==> config.mk <==
export PLATFORM = sky130hd
export DESIGN_NAME = mspc_top
export DESIGN_NICKNAME = d
export VERILOG_FILES = /design/src/logic/mspc_pkg.sv /design/src/logic/mspc_evt_if.sv /design/src/logic/mspc_event_reg.sv /design/src/logic/mspc_sync.sv /design/src/logic/mspc_top.sv
export VERILOG_INCLUDE_DIRS = /design/src /design/src/logic
export SDC_FILE = /design/constraint.sdc
export NUM_CORES = 1
export LEC_CHECK = 0
export BUFFER_PORTS_ARGS = -buffer_cell sky130_fd_sc_hd__buf_2
export CORE_UTILIZATION = 35
export CTS_CLUSTER_DIAMETER = 150
export DETAILED_ROUTE_END_ITERATION = 16
export PLACE_DENSITY = 0.58
export SETUP_SLACK_MARGIN = 0.02
export SLEW_MARGIN = 20
export SYNTH_ARGS = -nofsm -noshare
export SYNTH_HDL_FRONTEND = slang
export SYNTH_HIERARCHICAL = 1
export SYNTH_SLANG_ARGS = --single-unit
==> constraint.sdc <==
create_clock -name clk_sys -period 2.8 [get_ports clk_sys]
set_input_delay 0.7 -clock clk_sys [delete_from_list [all_inputs] [get_ports clk_sys]]
set_output_delay 0.7 -clock clk_sys [all_outputs]
set_load 0.05 [all_outputs]
==> src/logic/mspc_consts.svh <==
// mspc_consts.svh: offsets, field positions, reset values and counts
// of the mode shared pin control block.
// assumes: included by bare name from logic/ and verification/ sources.
`ifndef MSPC_CONSTS_SVH
`define MSPC_CONSTS_SVH

`define MSPC_ADDR_W 12
`define MSPC_OFF_CTRL 12'h000
`define MSPC_OFF_STATUS 12'h004
`define MSPC_OFF_MASK 12'h008
`define MSPC_OFF_PINS 12'h00c

`define MSPC_CTRL_GIE_BIT 0
`define MSPC_CTRL_AUTO_ALL_ONES_ON_SIGNAL_LOSS_BIT 1
`define MSPC_CTRL_SYNC_BIT 2
`define MSPC_CTRL_RESET 3'h0
`define MSPC_MASK_RESET 8'hff

`define MSPC_CHANNELS 8
`define MSPC_EQ_BITS 5
`define MSPC_SETTLE_CYCLES 2'h2
`define MSPC_SYNC_W 26
// strap pin is pulled high, so it settles to hardware mode
`define MSPC_SYNC_RESET 26'h200_0000

`endif

==> src/logic/mspc_pkg.sv <==
// mspc_pkg.sv: types shared by the mode shared pin control modules.
// assumes: compiled before every other logic/ file.
package mspc_pkg;

  typedef enum logic [1:0] {
    MSPC_LB_NONE = 2'h0,
    MSPC_LB_ANALOG = 2'h1,
    MSPC_LB_REMOTE = 2'h2,
    MSPC_LB_DIGITAL = 2'h3
  } mspc_loop_type;

  typedef enum logic [1:0] {
    ST_SETTLE,
    ST_HARDWARE,
    ST_HOST
  } mspc_mode_type;

  typedef struct packed {
    logic enable;
    logic rx_path;
    logic narrow_bw;
  } mspc_jitter_type;

endpackage

==> src/logic/mspc_evt_if.sv <==
// mspc_evt_if.sv: event / clear / sticky status bundle between the top
// and its sticky status register.
// assumes: one owner (the status register) and one user (the top).
`timescale 1ns/100ps
`default_nettype none
interface mspc_evt_if #(parameter int W = 8);
  logic [W-1:0] set_vec;
  logic [W-1:0] clr_vec;
  logic [W-1:0] status;
  modport owner (input set_vec, input clr_vec, output status);
  modport user (output set_vec, output clr_vec, input status);
endinterface
`default_nettype wire

==> src/logic/mspc_event_reg.sv <==
// mspc_event_reg.sv: sticky event status, set wins over clear.
// assumes: set and clear vectors come from the clk_sys domain.
`timescale 1ns/100ps
`default_nettype none
module mspc_event_reg
  import mspc_pkg::*;
#(
  parameter int W = 8
) (
  input wire logic clk_sys,
  input wire logic reset,
  mspc_evt_if.owner evt
);
  logic [W-1:0] status_q;

  // an event landing in the clearing cycle is kept
  always_ff @(posedge clk_sys) begin
    if (reset) begin
      status_q <= '0;
    end else begin
      status_q <= (status_q & ~evt.clr_vec) | evt.set_vec;
    end
  end

  assign evt.status = status_q;
endmodule
`default_nettype wire

==> src/logic/mspc_sync.sv <==
// mspc_sync.sv: two flip-flop synchroniser for asynchronous pins.
// assumes: one clock clk_sys, synchronous active high reset.
`timescale 1ns/100ps
`default_nettype none
module mspc_sync #(
  parameter int W = 1,
  parameter logic [W-1:0] RESET_VAL = '0
) (
  input wire logic clk_sys,
  input wire logic reset,
  input wire logic [W-1:0] async_in,
  output logic [W-1:0] sync_out
);
  logic [W-1:0] meta_q;
  logic [W-1:0] sync_q;

  // meta_q feeds sync_q only
  always_ff @(posedge clk_sys) begin
    if (reset) begin
      meta_q <= RESET_VAL;
      sync_q <= RESET_VAL;
    end else begin
      meta_q <= async_in;
      sync_q <= meta_q;
    end
  end

  assign sync_out = sync_q;
endmodule
`default_nettype wire

==> src/logic/mspc_top.sv <==
// mspc_top.sv: mode shared pin control of an eight channel line unit.
// assumes: APB slave on clk_sys; pins are asynchronous and synchronised;
// line and register core signals are on clk_sys.
// Overview of operation
// - Host mode, parallel port: the ready pin tells the cpu a cycle is done.
// - Host mode, serial port: the ready pin carries serial read-back data.
// - Strap mode: five shared pins set the equalizer control bits.
// - Host mode: the data pins form the 8-bit two-way cpu data bus.
// - Strap mode: data pins give loopback selects of channels four to seven.
// - Strap mode: address pins give loopback selects of channels zero to three.
// - Loopback code 00 none, 01 analog local, 10 remote, 11 digital.
// - Host mode with synchronous port: the port clock pin clocks the port.
// - Strap mode: with the all-ones pin high a lost channel sends all ones.
// - Host mode: a global control bit replaces the all-ones pin.
// - Host mode: any unmasked alarm change pulls the interrupt pin low.
// - Reading the status releases the interrupt pin high again.
// - Interrupts are made only while the global enable bit is set.
// - Jitter select 00 off, 01 tx 10 Hz, 10 rx 10 Hz, 11 rx 1.5 Hz wide fifo.
//
// The implementer's own choices: register access over APB and the address map.
`timescale 1ns/100ps
`default_nettype none
`include "mspc_consts.svh"
module mspc_top
  import mspc_pkg::*;
#(
  parameter int CHANNELS = `MSPC_CHANNELS
) (
  input wire logic clk_sys,
  input wire logic reset,
  input wire logic psel,
  input wire logic penable,
  input wire logic pwrite,
  input wire logic [`MSPC_ADDR_W-1:0] paddr,
  input wire logic [31:0] pwdata,
  input wire logic [3:0] pstrb,
  output logic [31:0] prdata,
  output logic pready,
  output logic pslverr,
  output logic irq,
  input wire logic strap_or_cpu_select,
  input wire logic serial_parallel_port_select,
  input wire logic [3:0] eq_ctrl_low_pin,
  input wire logic equalizer_ctrl_bit_four_i,
  output logic equalizer_ctrl_bit_four_o,
  output logic equalizer_ctrl_bit_four_oe,
  input wire logic [7:0] data_pin_i,
  output logic [7:0] data_pin_o,
  output logic [7:0] data_pin_oe,
  input wire logic [7:0] addr_pin,
  input wire logic port_clk_or_all_ones,
  input wire logic [1:0] jitter_path_select,
  output logic int_n_o,
  output logic int_n_oe,
  input wire logic [CHANNELS-1:0] signal_loss,
  input wire logic [CHANNELS-1:0] alarm_state,
  input wire logic cpu_done,
  input wire logic cpu_serial_bit,
  input wire logic cpu_rd_drive,
  input wire logic [7:0] cpu_rd_data,
  input wire logic cpu_status_read,
  output logic host_mode,
  output logic serial_mode,
  output logic cpu_port_tick,
  output logic [7:0] cpu_addr,
  output logic [7:0] cpu_wr_data,
  output logic [`MSPC_EQ_BITS-1:0] equalizer_ctrl_bits,
  output logic [CHANNELS-1:0] lb_analog,
  output logic [CHANNELS-1:0] lb_remote,
  output logic [CHANNELS-1:0] lb_digital,
  output mspc_jitter_type jitter_cfg,
  output logic [CHANNELS-1:0] tx_all_ones
);

  function automatic logic reg_hit(input logic [`MSPC_ADDR_W-1:0] a,
                                   input logic [`MSPC_ADDR_W-1:0] off);
    reg_hit = (a == off);
  endfunction

  function automatic mspc_loop_type decode_loop(input logic [1:0] code);
    decode_loop = mspc_loop_type'(code);
  endfunction

  function automatic mspc_jitter_type decode_jitter(input logic [1:0] sel);
    mspc_jitter_type j;
    j.enable = (sel != 2'h0);
    j.rx_path = sel[1];
    j.narrow_bw = (sel == 2'h3);
    decode_jitter = j;
  endfunction

  // pin synchronisation, one bank for every asynchronous input
  logic [`MSPC_SYNC_W-1:0] pins_s;
  logic strap_s;
  logic ser_s;
  logic [`MSPC_EQ_BITS-1:0] eq_s;
  logic [7:0] data_s;
  logic [7:0] addr_s;
  logic pclk_s;
  logic [1:0] ja_s;

  mspc_sync #(
    .W(`MSPC_SYNC_W),
    .RESET_VAL(`MSPC_SYNC_RESET)
  ) u_sync (
    .clk_sys(clk_sys),
    .reset(reset),
    .async_in({strap_or_cpu_select, serial_parallel_port_select,
               equalizer_ctrl_bit_four_i, eq_ctrl_low_pin, data_pin_i,
               addr_pin, port_clk_or_all_ones, jitter_path_select}),
    .sync_out(pins_s)
  );

  assign {strap_s, ser_s, eq_s, data_s, addr_s, pclk_s, ja_s} = pins_s;

  // mode state
  mspc_mode_type state_q;
  logic [1:0] settle_q;
  logic is_host;
  logic is_hw;

  assign is_host = (state_q == ST_HOST);
  assign is_hw = (state_q == ST_HARDWARE);

  // the strap is followed live; settling lets the synchroniser fill first
  always_ff @(posedge clk_sys) begin
    if (reset) begin
      state_q <= ST_SETTLE;
      settle_q <= 2'h0;
    end else begin
      case (state_q)
        ST_SETTLE: begin
          settle_q <= settle_q + 2'h1;
          if (settle_q == `MSPC_SETTLE_CYCLES) begin
            state_q <= strap_s ? ST_HARDWARE : ST_HOST;
          end
        end
        ST_HARDWARE: begin
          if (!strap_s) begin
            state_q <= ST_HOST;
          end
        end
        ST_HOST: begin
          if (strap_s) begin
            state_q <= ST_HARDWARE;
          end
        end
        default: begin
          state_q <= ST_SETTLE;
        end
      endcase
    end
  end

  // apb slave: access phase takes two cycles, pready from a flop
  logic [2:0] ctrl_q;
  logic [CHANNELS-1:0] mask_q;
  logic pready_q;
  logic pslverr_q;
  logic [31:0] prdata_q;
  logic apb_access;
  logic apb_done;
  logic apb_wr;
  logic addr_ok;
  logic [31:0] rd_mux;

  mspc_evt_if #(.W(CHANNELS)) evt ();

  assign apb_access = psel & penable & ~pready_q;
  assign apb_done = psel & penable & pready_q;
  assign apb_wr = apb_done & pwrite & ~pslverr_q;
  assign addr_ok = reg_hit(paddr, `MSPC_OFF_CTRL) |
                   reg_hit(paddr, `MSPC_OFF_STATUS) |
                   reg_hit(paddr, `MSPC_OFF_MASK) |
                   reg_hit(paddr, `MSPC_OFF_PINS);

  always_comb begin
    rd_mux = 32'h0000_0000;
    if (reg_hit(paddr, `MSPC_OFF_CTRL)) begin
      rd_mux[2:0] = ctrl_q;
    end else if (reg_hit(paddr, `MSPC_OFF_STATUS)) begin
      rd_mux[CHANNELS-1:0] = evt.status;
    end else if (reg_hit(paddr, `MSPC_OFF_MASK)) begin
      rd_mux[CHANNELS-1:0] = mask_q;
    end else if (reg_hit(paddr, `MSPC_OFF_PINS)) begin
      rd_mux[9:0] = {ja_s, eq_s, ser_s, is_hw, is_host};
    end
  end

  always_ff @(posedge clk_sys) begin
    if (reset) begin
      pready_q <= 1'b0;
      pslverr_q <= 1'b0;
      prdata_q <= 32'h0000_0000;
    end else begin
      pready_q <= apb_access;
      pslverr_q <= apb_access & ~addr_ok;
      if (apb_access && !pwrite) begin
        prdata_q <= rd_mux;
      end
    end
  end

  // all writable fields sit in byte lane zero
  always_ff @(posedge clk_sys) begin
    if (reset) begin
      ctrl_q <= `MSPC_CTRL_RESET;
      mask_q <= `MSPC_MASK_RESET;
    end else if (apb_wr && pstrb[0]) begin
      if (reg_hit(paddr, `MSPC_OFF_CTRL)) begin
        ctrl_q <= pwdata[2:0];
      end
      if (reg_hit(paddr, `MSPC_OFF_MASK)) begin
        mask_q <= pwdata[CHANNELS-1:0];
      end
    end
  end

  // alarm change events, cleared by write-one or by the cpu status read
  logic [CHANNELS-1:0] alarm_prev_q;
  logic [CHANNELS-1:0] alarm_chg;
  logic [CHANNELS-1:0] w1c_vec;
  logic irq_q;
  logic int_oe_q;
  logic pend;

  assign alarm_chg = alarm_state ^ alarm_prev_q;
  assign w1c_vec = (apb_wr && pstrb[0] && reg_hit(paddr, `MSPC_OFF_STATUS))
                   ? pwdata[CHANNELS-1:0] : '0;
  assign evt.set_vec = alarm_chg;
  assign evt.clr_vec = w1c_vec | {CHANNELS{cpu_status_read}};
  assign pend = ctrl_q[`MSPC_CTRL_GIE_BIT] & |(evt.status & mask_q);

  mspc_event_reg #(.W(CHANNELS)) u_evt (
    .clk_sys(clk_sys),
    .reset(reset),
    .evt(evt)
  );

  always_ff @(posedge clk_sys) begin
    if (reset) begin
      alarm_prev_q <= '0;
      irq_q <= 1'b0;
      int_oe_q <= 1'b0;
    end else begin
      alarm_prev_q <= alarm_state;
      irq_q <= pend;
      int_oe_q <= is_host & pend;
    end
  end

  // host port: ready pin, data bus, address, port clock
  logic rdy_o_q;
  logic rdy_oe_q;
  logic [7:0] data_o_q;
  logic [7:0] data_oe_q;
  logic [7:0] cpu_addr_q;
  logic [7:0] cpu_wr_q;
  logic pclk_prev_q;
  logic tick_q;

  always_ff @(posedge clk_sys) begin
    if (reset) begin
      rdy_o_q <= 1'b0;
      rdy_oe_q <= 1'b0;
      data_o_q <= 8'h00;
      data_oe_q <= 8'h00;
      cpu_addr_q <= 8'h00;
      cpu_wr_q <= 8'h00;
    end else begin
      rdy_oe_q <= is_host;
      rdy_o_q <= ser_s ? cpu_serial_bit : cpu_done;
      data_oe_q <= {8{is_host & cpu_rd_drive}};
      data_o_q <= cpu_rd_data;
      cpu_wr_q <= is_host ? data_s : 8'h00;
      cpu_addr_q <= is_host ? addr_s : 8'h00;
    end
  end

  // rising port clock edges become one cycle ticks; clk_sys must be far faster
  always_ff @(posedge clk_sys) begin
    if (reset) begin
      pclk_prev_q <= 1'b0;
      tick_q <= 1'b0;
    end else begin
      pclk_prev_q <= pclk_s;
      tick_q <= is_host & ctrl_q[`MSPC_CTRL_SYNC_BIT] &
                pclk_s & ~pclk_prev_q;
    end
  end

  // strap mode: equalizer, loopback, jitter attenuator
  logic [`MSPC_EQ_BITS-1:0] eq_q;
  logic [CHANNELS-1:0] lb_an_q;
  logic [CHANNELS-1:0] lb_rm_q;
  logic [CHANNELS-1:0] lb_dg_q;
  logic [2*CHANNELS-1:0] lb_code;
  mspc_jitter_type ja_q;
  logic [CHANNELS-1:0] taos_q;

  always_ff @(posedge clk_sys) begin
    if (reset) begin
      eq_q <= '0;
      ja_q <= '0;
    end else begin
      eq_q <= is_hw ? eq_s : '0;
      ja_q <= is_hw ? decode_jitter(ja_s) : '0;
    end
  end

  genvar ch;
  generate
    for (ch = 0; ch < 4; ch++) begin : g_loop
      // address pins pair per channel; data pins run in reverse order
      assign lb_code[2*ch+1:2*ch] = addr_s[2*ch+1:2*ch];
      assign lb_code[2*(ch+4)+1:2*(ch+4)] = data_s[7-2*ch:6-2*ch];
    end
    for (ch = 0; ch < CHANNELS; ch++) begin : g_chan
      always_ff @(posedge clk_sys) begin
        if (reset) begin
          lb_an_q[ch] <= 1'b0;
          lb_rm_q[ch] <= 1'b0;
          lb_dg_q[ch] <= 1'b0;
        end else begin
          lb_an_q[ch] <= is_hw &&
            decode_loop(lb_code[2*ch+1:2*ch]) == MSPC_LB_ANALOG;
          lb_rm_q[ch] <= is_hw &&
            decode_loop(lb_code[2*ch+1:2*ch]) == MSPC_LB_REMOTE;
          lb_dg_q[ch] <= is_hw &&
            decode_loop(lb_code[2*ch+1:2*ch]) == MSPC_LB_DIGITAL;
        end
      end
    end
  endgenerate

  // all ones on signal loss: pin in strap mode, control bit in host mode
  always_ff @(posedge clk_sys) begin
    if (reset) begin
      taos_q <= '0;
    end else if (is_host) begin
      taos_q <= signal_loss & {CHANNELS{ctrl_q[`MSPC_CTRL_AUTO_ALL_ONES_ON_SIGNAL_LOSS_BIT]}};
    end else if (is_hw) begin
      taos_q <= signal_loss & {CHANNELS{pclk_s}};
    end else begin
      taos_q <= '0;
    end
  end

  assign prdata = prdata_q;
  assign pready = pready_q;
  assign pslverr = pslverr_q;
  assign irq = irq_q;
  assign int_n_o = 1'b0;
  assign int_n_oe = int_oe_q;
  assign equalizer_ctrl_bit_four_o = rdy_o_q;
  assign equalizer_ctrl_bit_four_oe = rdy_oe_q;
  assign data_pin_o = data_o_q;
  assign data_pin_oe = data_oe_q;
  assign host_mode = rdy_oe_q;
  assign serial_mode = ser_s;
  assign cpu_port_tick = tick_q;
  assign cpu_addr = cpu_addr_q;
  assign cpu_wr_data = cpu_wr_q;
  assign equalizer_ctrl_bits = eq_q;
  assign lb_analog = lb_an_q;
  assign lb_remote = lb_rm_q;
  assign lb_digital = lb_dg_q;
  assign jitter_cfg = ja_q;
  assign tx_all_ones = taos_q;
endmodule
`default_nettype wire

==> results of run 1 <==
==> cells by family after synthesis <==
group,count (synthesis)
fa+ha+maj,1
simple gates,204
mux,17
buf+inv,62
xor+xnor,9
compound gates,47
other cells,1
flops,166
==> synth_stat cells, types with 9 or more instances <==
master / count / share of area [%]
sky130_fd_sc_hd__dfxtp_1: 166 / 59
sky130_fd_sc_hd__nor2b_1: 71 / 7.9
sky130_fd_sc_hd__nor2_1: 38 / 2.5
sky130_fd_sc_hd__and2_1: 32 / 3.6
sky130_fd_sc_hd__buf_4: 32 / 4.3
sky130_fd_sc_hd__nand2_1: 16 / 1.1
sky130_fd_sc_hd__a22o_1: 13 / 2.0
sky130_fd_sc_hd__and3_1: 11 / 1.2
sky130_fd_sc_hd__clkbuf_1: 11 / 0.73
sky130_fd_sc_hd__inv_1: 11 / 0.73
sky130_fd_sc_hd__mux2i_1: 9 / 1.6
==> metal layers <==
layer / wire, um / part of all wire [%] / global-route usage (%) / vias up
met4: 161 / 1.4 / 5.61 / 0
met1: 5190 / 46 / 16.7 / 1696
li1: - / - / - / 1929
met2: 5160 / 46 / 21.6 / 148
met3: 654 / 5.9 / 4.32 / 11
met5: 0 / 0 / 0 / -
==> area by class of cell <==
| class | instances | area [sq um] |
|---|---|---|
| clock buffers | 20 | 447 |
| clock inverters | 12 | 143 |
| fillers | 1486 | 8660 |
| inverters | 11 | 41.3 |
| multi-input cells | 301 | 2030 |
| flip-flops and latches | 166 | 3320 |
| well taps | 216 | 270 |
| repair buffers | 177 | 906 |
==> flip-flops by register name, indices dropped and copies added, names as in the netlist, 8 cells and up <==
name,flops
alarm_prev_q,8
cpu_addr,8
cpu_wr_data,8
data_pin_o,8
lb_analog,8
lb_digital,8
lb_remote,8
mask_q,8
prdata,10
tx_all_ones,8
u_evt/evt.status,8
u_sync/meta_q,26
u_sync/sync_out,26
==> per-stage QoR <==
stage | instance area [sq um] | total power, uW | std cells | hold WS [ps]
floorplan | 5720 | 2910 | 529 | 372
global placement | 6570 | 3000 | 871 | 377
detailed placement | 6570 | 3010 | 871 | 387
CTS | 7160 | 5310 | 903 | 394
global route | 7160 | 5460 | 903 | 408
finish | 7160 | 5250 | 903 | 390
==> power by group through the flow <==
stage               Sequential, uW  Clock [uW]  Combinational, uW
floorplan                     2600           0                300
global placement              2550           0                445
detailed placement            2560           0                454
CTS                           2500        2350                456
global route                  2510        2450                498
finish                        2500        2290                455
==> worst max-delay path, stage by stage <==
cell	delay [ps]
sky130_fd_sc_hd__buf_2	100
sky130_fd_sc_hd__or4_4	560
sky130_fd_sc_hd__or4_4	590
sky130_fd_sc_hd__buf_4	170
sky130_fd_sc_hd__nor3b_2	180
sky130_fd_sc_hd__buf_4	220
sky130_fd_sc_hd__mux2i_1	200
==> cell usage in the layout (no fill, tap or decap), drive strengths merged, types with 2 or more instances in the layout <==
cell type and instances:
a2111oi 2, bufinv 2, nand4 3, clkinv 3
and2 32, or2 3, nor2b 71, and3 11
and3b 4, nand2b 10, nand2 16, or3 2
nor4 2, o21ai 3, clkinvlp 3, xor2 8
clkbuf 20, a21oi 13, a21o 8, mux2 5
dfxtp 166, conb 23, mux4 3, a22o 13
nor3b 3, nor2 38, buf 177, nand3 2
a22oi 5, mux2i 9, or4 3, nor3 2
inv 15
==> how the worst max path moves through the flow <==
stage | slack, ps | end
floorplan | 250 | u_evt/evt.status[4]
global placement | 20 | u_evt/evt.status[7]
detailed placement | 20 | mask_q[0]
CTS | 450 | mask_q[0]
global route | 380 | mask_q[0]
finish | 420 | mask_q[0]
==> impl_metrics.sql, run 1 <==
INSERT INTO impl_metrics (metric_group, metric, value, unit) VALUES
('timing', 'post-route-worst-setup-slack', '424', 'ps'),
('clocking', 'numCtsBuffers', '17', ''),
('setup_path', 'crit_path_end_kind', 'register', ''),
('global_routing', 'antenna_found_initial', '0', ''),
('clocking', 'clock_pin_slew_worst_setup_and_hold_paths', '60', 'ps'),
('yosys', 'yosysWarnings', '6', ''),
('clocking', 'tritoncts_num_sinks', '166', ''),
('yosys', 'synth-seq-cells', '166', ''),
('routing', 'drc', '0', ''),
('yosys', 'synth-edff-count', '0', ''),
('yosys', 'synth_compound_gate_area_share', '6.44', '%'),
('routing', 'drt.antenna.violating_nets', '0', ''),
('setup_path', 'crit-reg2reg-capture', 'mask_q[0]', ''),
('routing', 'iteration_0_drc_count_of_the_detailed_router', '155', ''),
('routing', 'firstDrtPassIters', '4', ''),
('clocking', 'cts.path.max_buffers', '2', ''),
('clocking', 'hold_buffers', '0', ''),
('setup_path', 'critical_path_peak_fanout', '8', ''),
('routing', 'detail_route.wirelength', '11.2', 'mm'),
('yosys', 'ys_types', '45', ''),
('yosys', 'muxShareOfSynthArea', '3.79', '%'),
('timing', 'skew', '7.20', 'ps'),
('run_status', 'outcome', 'finished, final reports clean', ''),
('timing', 'timing.final.crit_period', '2380', 'ps'),
('final_layout', 'share_of_cells_above_drive_strength_1', '35.1', '%'),
('timing', 'setup_viol', '0', ''),
('timing', 'layout_worst_path_cycle_share', '84.9', '%'),
('flow_run', 'drv.max_cap_violation_count', '0', ''),
('power', 'total_leakage_power', '0.00341', 'uW'),
('final_layout', 'fin_util', '45.3', '%'),
('clocking', 'cts_setup_buffers', '0', ''),
('power', 'power-per-cell-area', '733', 'mW/mm^2'),
('routing', 'wire_per_inst', '12.4', 'um'),
('setup_path', 'kind_of_start_point_of_the_critical_path', 'input port', ''),
('power', 'p_clk_share', '43.6', '%'),
('floorplanning', 'die_w', '129', 'um'),
('worst_hold_path', 'hold-path-endpoint', 'cpu_port_tick', ''),
('setup_path', 'r2r_cells', '6', ''),
('floorplanning', 'std_cell_rows', '46', ''),
('yosys', 'synth.yosys.seq_area_share', '58.9', '%'),
('clocking', 'cts_tree', 'yes', ''),
('floorplanning', 'core', '0.0158', 'sq mm'),
('setup_path', 'r2r_start', 'pready', ''),
('timing', 'setup_total_negative_slack', '0', 'ps'),
('setup_path', 'timing.setup.critical_path_class', 'input port to register', ''),
('yosys', 'postSynthCellCount', '507', ''),
('power', 'power.sequential.fraction', '47.7', '%'),
('yosys', 'area_share_of_and_or_nand_nor_cells_after_synthesis', '22.5', '%'),
('floorplanning', 'die_height', '129', 'um'),
('worst_hold_path', 'holdCritPathClass', 'register to register', ''),
('timing', 'rsz_0062_raised_after_global_routing', 'false', ''),
('final_layout', 'diodes', '0', ''),
('yosys', 'synthesis.area', '0.00564', 'sq mm'),
('yosys', 'synth_top_family_by_area', 'simple AND/OR/NAND/NOR gates', ''),
('placed_design', 'port-buffer-count', '170', ''),
('power', 'p_int', '3970', 'uW'),
('floorplanning', 'ioPinCount', '221', ''),
('yosys', 'synth_area_in_xor_xnor', '1.40', '%'),
('clocking', 'cts-resized-gates', '0', ''),
('global_routing', 'grt_max_degree', '61', ''),
('yosys', 'post_synth_fa_ha_maj_area_fraction', '0.222', '%'),
('timing', 'worst_slew_pin_slew', '665', 'ps'),
('final_layout', 'area_growth', '27.1', '%'),
('setup_path', 'crit_path_start', 'paddr[7]', ''),
('worst_hold_path', 'min_delay_path_depth', '1', ''),
('timing', 'fmax', '0.421', 'GHz'),
('clocking', 'clock_tree.htree_level_count', '4', ''),
('routing', 'routed-via-count', '3784', ''),
('floorplanning', 'die_outline_area', '0.0166', 'sq mm'),
('global_routing', 'first_global_vias', '3343', ''),
('worst_hold_path', 'hold_start', 'pclk_prev_q', '');
No activity file was read; power rests on OpenSTA's default activity.
==> run 2, diff against run 1 <==
- ABC_AREA: unset -> 1
- PLACE_DENSITY: 0.58 -> 0.57
- clock period: 2.8 -> 2.4 ns (I/O delays scaled with it)
==> run 2 against run 1 <==
  * Combinational power increased by 13%
  * Critical path depth decreased by 6
  * Highest routed layer unchanged
  * Critical path type is now register to primary output
  * Final cell count increased by 20%
  * Global-route usage increased by 1.1 points
==> impl_metrics.sql, run 2 <==
INSERT INTO impl_metrics (metric_group, metric, value, unit) VALUES
('run_status', 'outcome', 'finished, final reports clean', ''),
('timing', 'skew', '9.35', 'ps'),
('global_routing', 'overall_global_routing_resource_usage', '14.6', '%'),
('final_layout', 'multiInputGateArea', '0.00165', 'sq mm'),
('timing', 'hold_viol_final', '0', ''),
('clocking', 'cts-resized-gates', '0', ''),
('clocking', 'hold_buffers', '0', ''),
('global_routing', 'first_global_vias', '3965', ''),
('setup_path', 'r2r_start', 'pready', ''),
('final_layout', 'nets', '960', ''),
('clocking', 'cts.path.max_buffers', '2', ''),
('yosys', 'post_synth_main_area_contributors', 'sky130_fd_sc_hd__dfxtp_1, sky130_fd_sc_hd__inv_1, sky130_fd_sc_hd__nor2_1', ''),
('clocking', 'numCtsBuffers', '17', ''),
('final_layout', 'sequential_cell_area', '0.00332', 'sq mm'),
('setup_path', 'kind_of_start_point_of_the_critical_path', 'register', ''),
('yosys', 'synth.most_common_cell', 'sky130_fd_sc_hd__dfxtp_1', ''),
('floorplanning', 'core', '0.0161', 'sq mm'),
('setup_path', 'cpLargestDelayFamily', 'flip-flops', ''),
('yosys', 'synthesis.area', '0.00580', 'sq mm'),
('routing', 'iteration_0_drc_count_of_the_detailed_router', '118', ''),
('timing', 'setup_total_negative_slack', '0', 'ps'),
('worst_hold_path', 'hold-path-endpoint', 'u_sync/meta_q[25]', ''),
('timing', 'timing.final.crit_period', '1770', 'ps'),
('yosys', 'yosysWarnings', '6', ''),
('timing', 'setup_viol', '0', ''),
('floorplanning', 'ioPinCount', '221', ''),
('yosys', 'yosys.area.top_type', 'sky130_fd_sc_hd__dfxtp_1', ''),
('yosys', 'postSynthCellCount', '686', ''),
('setup_path', 'critical_path_peak_fanout', '4', ''),
('yosys', 'synth-seq-cells', '166', ''),
('timing', 'layout_worst_path_cycle_share', '74.0', '%'),
('timing', 'slew_headroom', '63.1', '%'),
('yosys', 'synth-edff-count', '0', ''),
('final_layout', 'n_fill_cell', '1633', ''),
('yosys', 'synth_common_cells', 'sky130_fd_sc_hd__dfxtp_1, sky130_fd_sc_hd__inv_1, sky130_fd_sc_hd__nor2_1', ''),
('timing', 'final_max_slew_viol_count', '0', ''),
('setup_path', 'cpPeakStageDelay', '450', 'ps'),
('yosys', 'area_share_of_the_largest_cell_type_after_synthesis', '57.3', '%'),
('final_layout', 'area_growth', '25.5', '%'),
('clocking', 'cts_tree', 'yes', ''),
('clocking', 'cts.root.buffer_cell', 'sky130_fd_sc_hd__clkbuf_16', ''),
('timing', 'fmax', '0.563', 'GHz'),
('power', 'vdd.ir_drop.worst', '0.474', 'mV'),
('global_routing', 'grt_max_degree', '39', ''),
('routing', 'detail_route.wirelength', '11.9', 'mm'),
('placed_design', 'place_hpwl', '8.56', 'mm'),
('floorplanning', 'die_outline_area', '0.0171', 'sq mm'),
('yosys', 'synth_async_sr_flop_share', '0', '%'),
('flow_run', 'drv.max_cap_violation_count', '0', ''),
('power', 'p_total', '6150', 'uW'),
('timing', 'rsz_0062_raised_after_global_routing', 'false', ''),
('worst_hold_path', 'hold_start', 'strap_or_cpu_select', ''),
('final_layout', 'share_of_cells_above_drive_strength_1', '26.6', '%'),
('power', 'power-per-cell-area', '845', 'mW/mm^2'),
('setup_path', 'critical_path.cell_chain', 'buf_2', ''),
('global_routing', 'antenna_found_initial', '0', ''),
('placed_design', 'gp_congestion', '0.787', ''),
('timing', 'worst_slew_pin_slew', '553', 'ps'),
('floorplanning', 'initial_core_util', '36.1', '%'),
('clocking', 'tritoncts_num_sinks', '166', ''),
('setup_path', 'crit-reg2reg-capture', 'u_evt/evt.status[2]', ''),
('yosys', 'synth.yosys.seq_area_share', '57.3', '%'),
('routing', 'routed-via-count', '4350', ''),
('routing', 'wire_per_inst', '11.0', 'um'),
('clocking', 'clock_tree.htree_level_count', '4', ''),
('setup_path', 'cp.required', '1800', 'ps'),
('setup_path', 'timing.setup.critical_path_class', 'register to primary output', ''),
('routing', 'detail_route.vias_per_cell', '4.02', ''),
('setup_path', 'worst-endpoint-arrival', '1170', 'ps'),
('setup_path', 'slack_of_the_worst_reg_to_reg_path', '860', 'ps'),
('global_routing', 'grt_overflow', '0', ''),
('clocking', 'clkLatencyLatePin', '420', 'ps'),
('setup_path', 'crit_path_end_kind', 'primary output', ''),
('setup_path', 'critical_path_buffers_and_inverters', '1', ''),
('routing', 'drc', '0', ''),
('yosys', 'ys_types', '32', ''),
('clocking', 'cts_setup_buffers', '0', ''),
('floorplanning', 'die_height', '131', 'um'),
('final_layout', 'final_common_cell', 'sky130_fd_sc_hd__buf_2', ''),
('worst_hold_path', 'holdCritPathClass', 'input port to register', ''),
('power', 'total_leakage_power', '0.00373', 'uW'),
('setup_path', 'r2r_cells', '7', ''),
('floorplanning', 'std_cell_rows', '46', ''),
('yosys', 'avgSynthCellArea', '8.46', 'sq um'),
('floorplanning', 'die_w', '131', 'um'),
('routing', 'drt.antenna.violating_nets', '0', ''),
('yosys', 'synth_ff_type', 'sky130_fd_sc_hd__dfxtp_1', ''),
('final_layout', 'diodes', '0', ''),
('routing', 'firstDrtPassIters', '5', ''),
('worst_hold_path', 'min_delay_path_depth', '3', ''),
('clocking', 'clock_pin_slew_worst_setup_and_hold_paths', '60', 'ps'),
('final_layout', 'layout.cells.most_common_list', 'sky130_fd_sc_hd__buf_2, sky130_fd_sc_hd__dfxtp_1, sky130_fd_sc_hd__inv_1', ''),
('setup_path', 'slowest_stage', 'sky130_fd_sc_hd__dfxtp_1', ''),
('placed_design', 'port-buffer-count', '170', ''),
('global_routing', 'first_pass_grt_wire_length', '18.7', 'mm');
## run 2: cell count changes after synthesis, moves of 11 or more
cell                      previous run  this run
sky130_fd_sc_hd__a22o_1             13         0
sky130_fd_sc_hd__inv_1              11       140
sky130_fd_sc_hd__nand3_1             2        32
sky130_fd_sc_hd__a21oi_1             5        18
sky130_fd_sc_hd__o21ai_0             3        14
sky130_fd_sc_hd__nor3_1              2        26
sky130_fd_sc_hd__and3_1             11         0
sky130_fd_sc_hd__nand2_1            16        68
sky130_fd_sc_hd__nor2_1             38       126
sky130_fd_sc_hd__nor2b_1            71         0
sky130_fd_sc_hd__and2_1             32         0
## run 2: cell families (layout without fill, tap and decap cells)
family,Yosys count,after routing,share of synthesized area (%)
buf+inv,194,351,15.7
fa+ha+maj,1,1,0.216
simple gates,262,262,19.0
compound gates,54,54,6.51
other cells,1,23,0.0646
xor+xnor,8,8,1.21
flops,166,166,57.3
## run 2: per-stage QoR
| step | setup slack, ps | cells | cell area [sq um] | hold slack [ps] | util [%] |
|---|---|---|---|---|---|
| finish | 625 | 1081 | 7280 | 359 | 45.4 |
| global route | 490 | 1081 | 7280 | 348 | 45.4 |
| CTS | 582 | 1081 | 7280 | 336 | 45.4 |
| detailed placement | 284 | 1049 | 6680 | 383 | 41.6 |
| global placement | 297 | 1049 | 6680 | 377 | 41.6 |
| floorplan | 693 | 708 | 5890 | 372 | - |
## run 2: how the worst max path moves through the flow
stage,endpoint,slack [ps],from,cells past startpoint
3_3_place_gp,prdata[5],300,paddr[9],9
5_1_grt,prdata[3],490,paddr[9],9
6_report,serial_mode,630,u_sync/sync_out[24],1
3_5_place_dp,prdata[4],280,paddr[7],9
2_1_floorplan,mask_q[5],690,paddr[1],7
4_1_cts,serial_mode,580,u_sync/sync_out[24],1
## run 2: layout make-up
type | instances | share of cell area (%)
clock buffer | 19 | 6.08
clock inverter | 13 | 2.16
inverter | 142 | 7.32
multi-input combinational | 348 | 22.7
sequential | 166 | 45.6
tap | 216 | 3.71
timing repair buffer | 177 | 12.4
## run 2: where the power goes
| part | internal, uW | switching [uW] |
|---|---|---|
| clock network | 1590 | 1150 |
| registers | 2850 | 44.2 |
| logic | 144 | 369 |
## run 2: layer usage
| metal | track usage, % | wire length (um) |
|---|---|---|
| met2 | 23.7 | 5500 |
| met1 | 17.9 | 5580 |
| met5 | 0 | 0 |
| met4 | 6.76 | 210 |
| met3 | 4.03 | 615 |
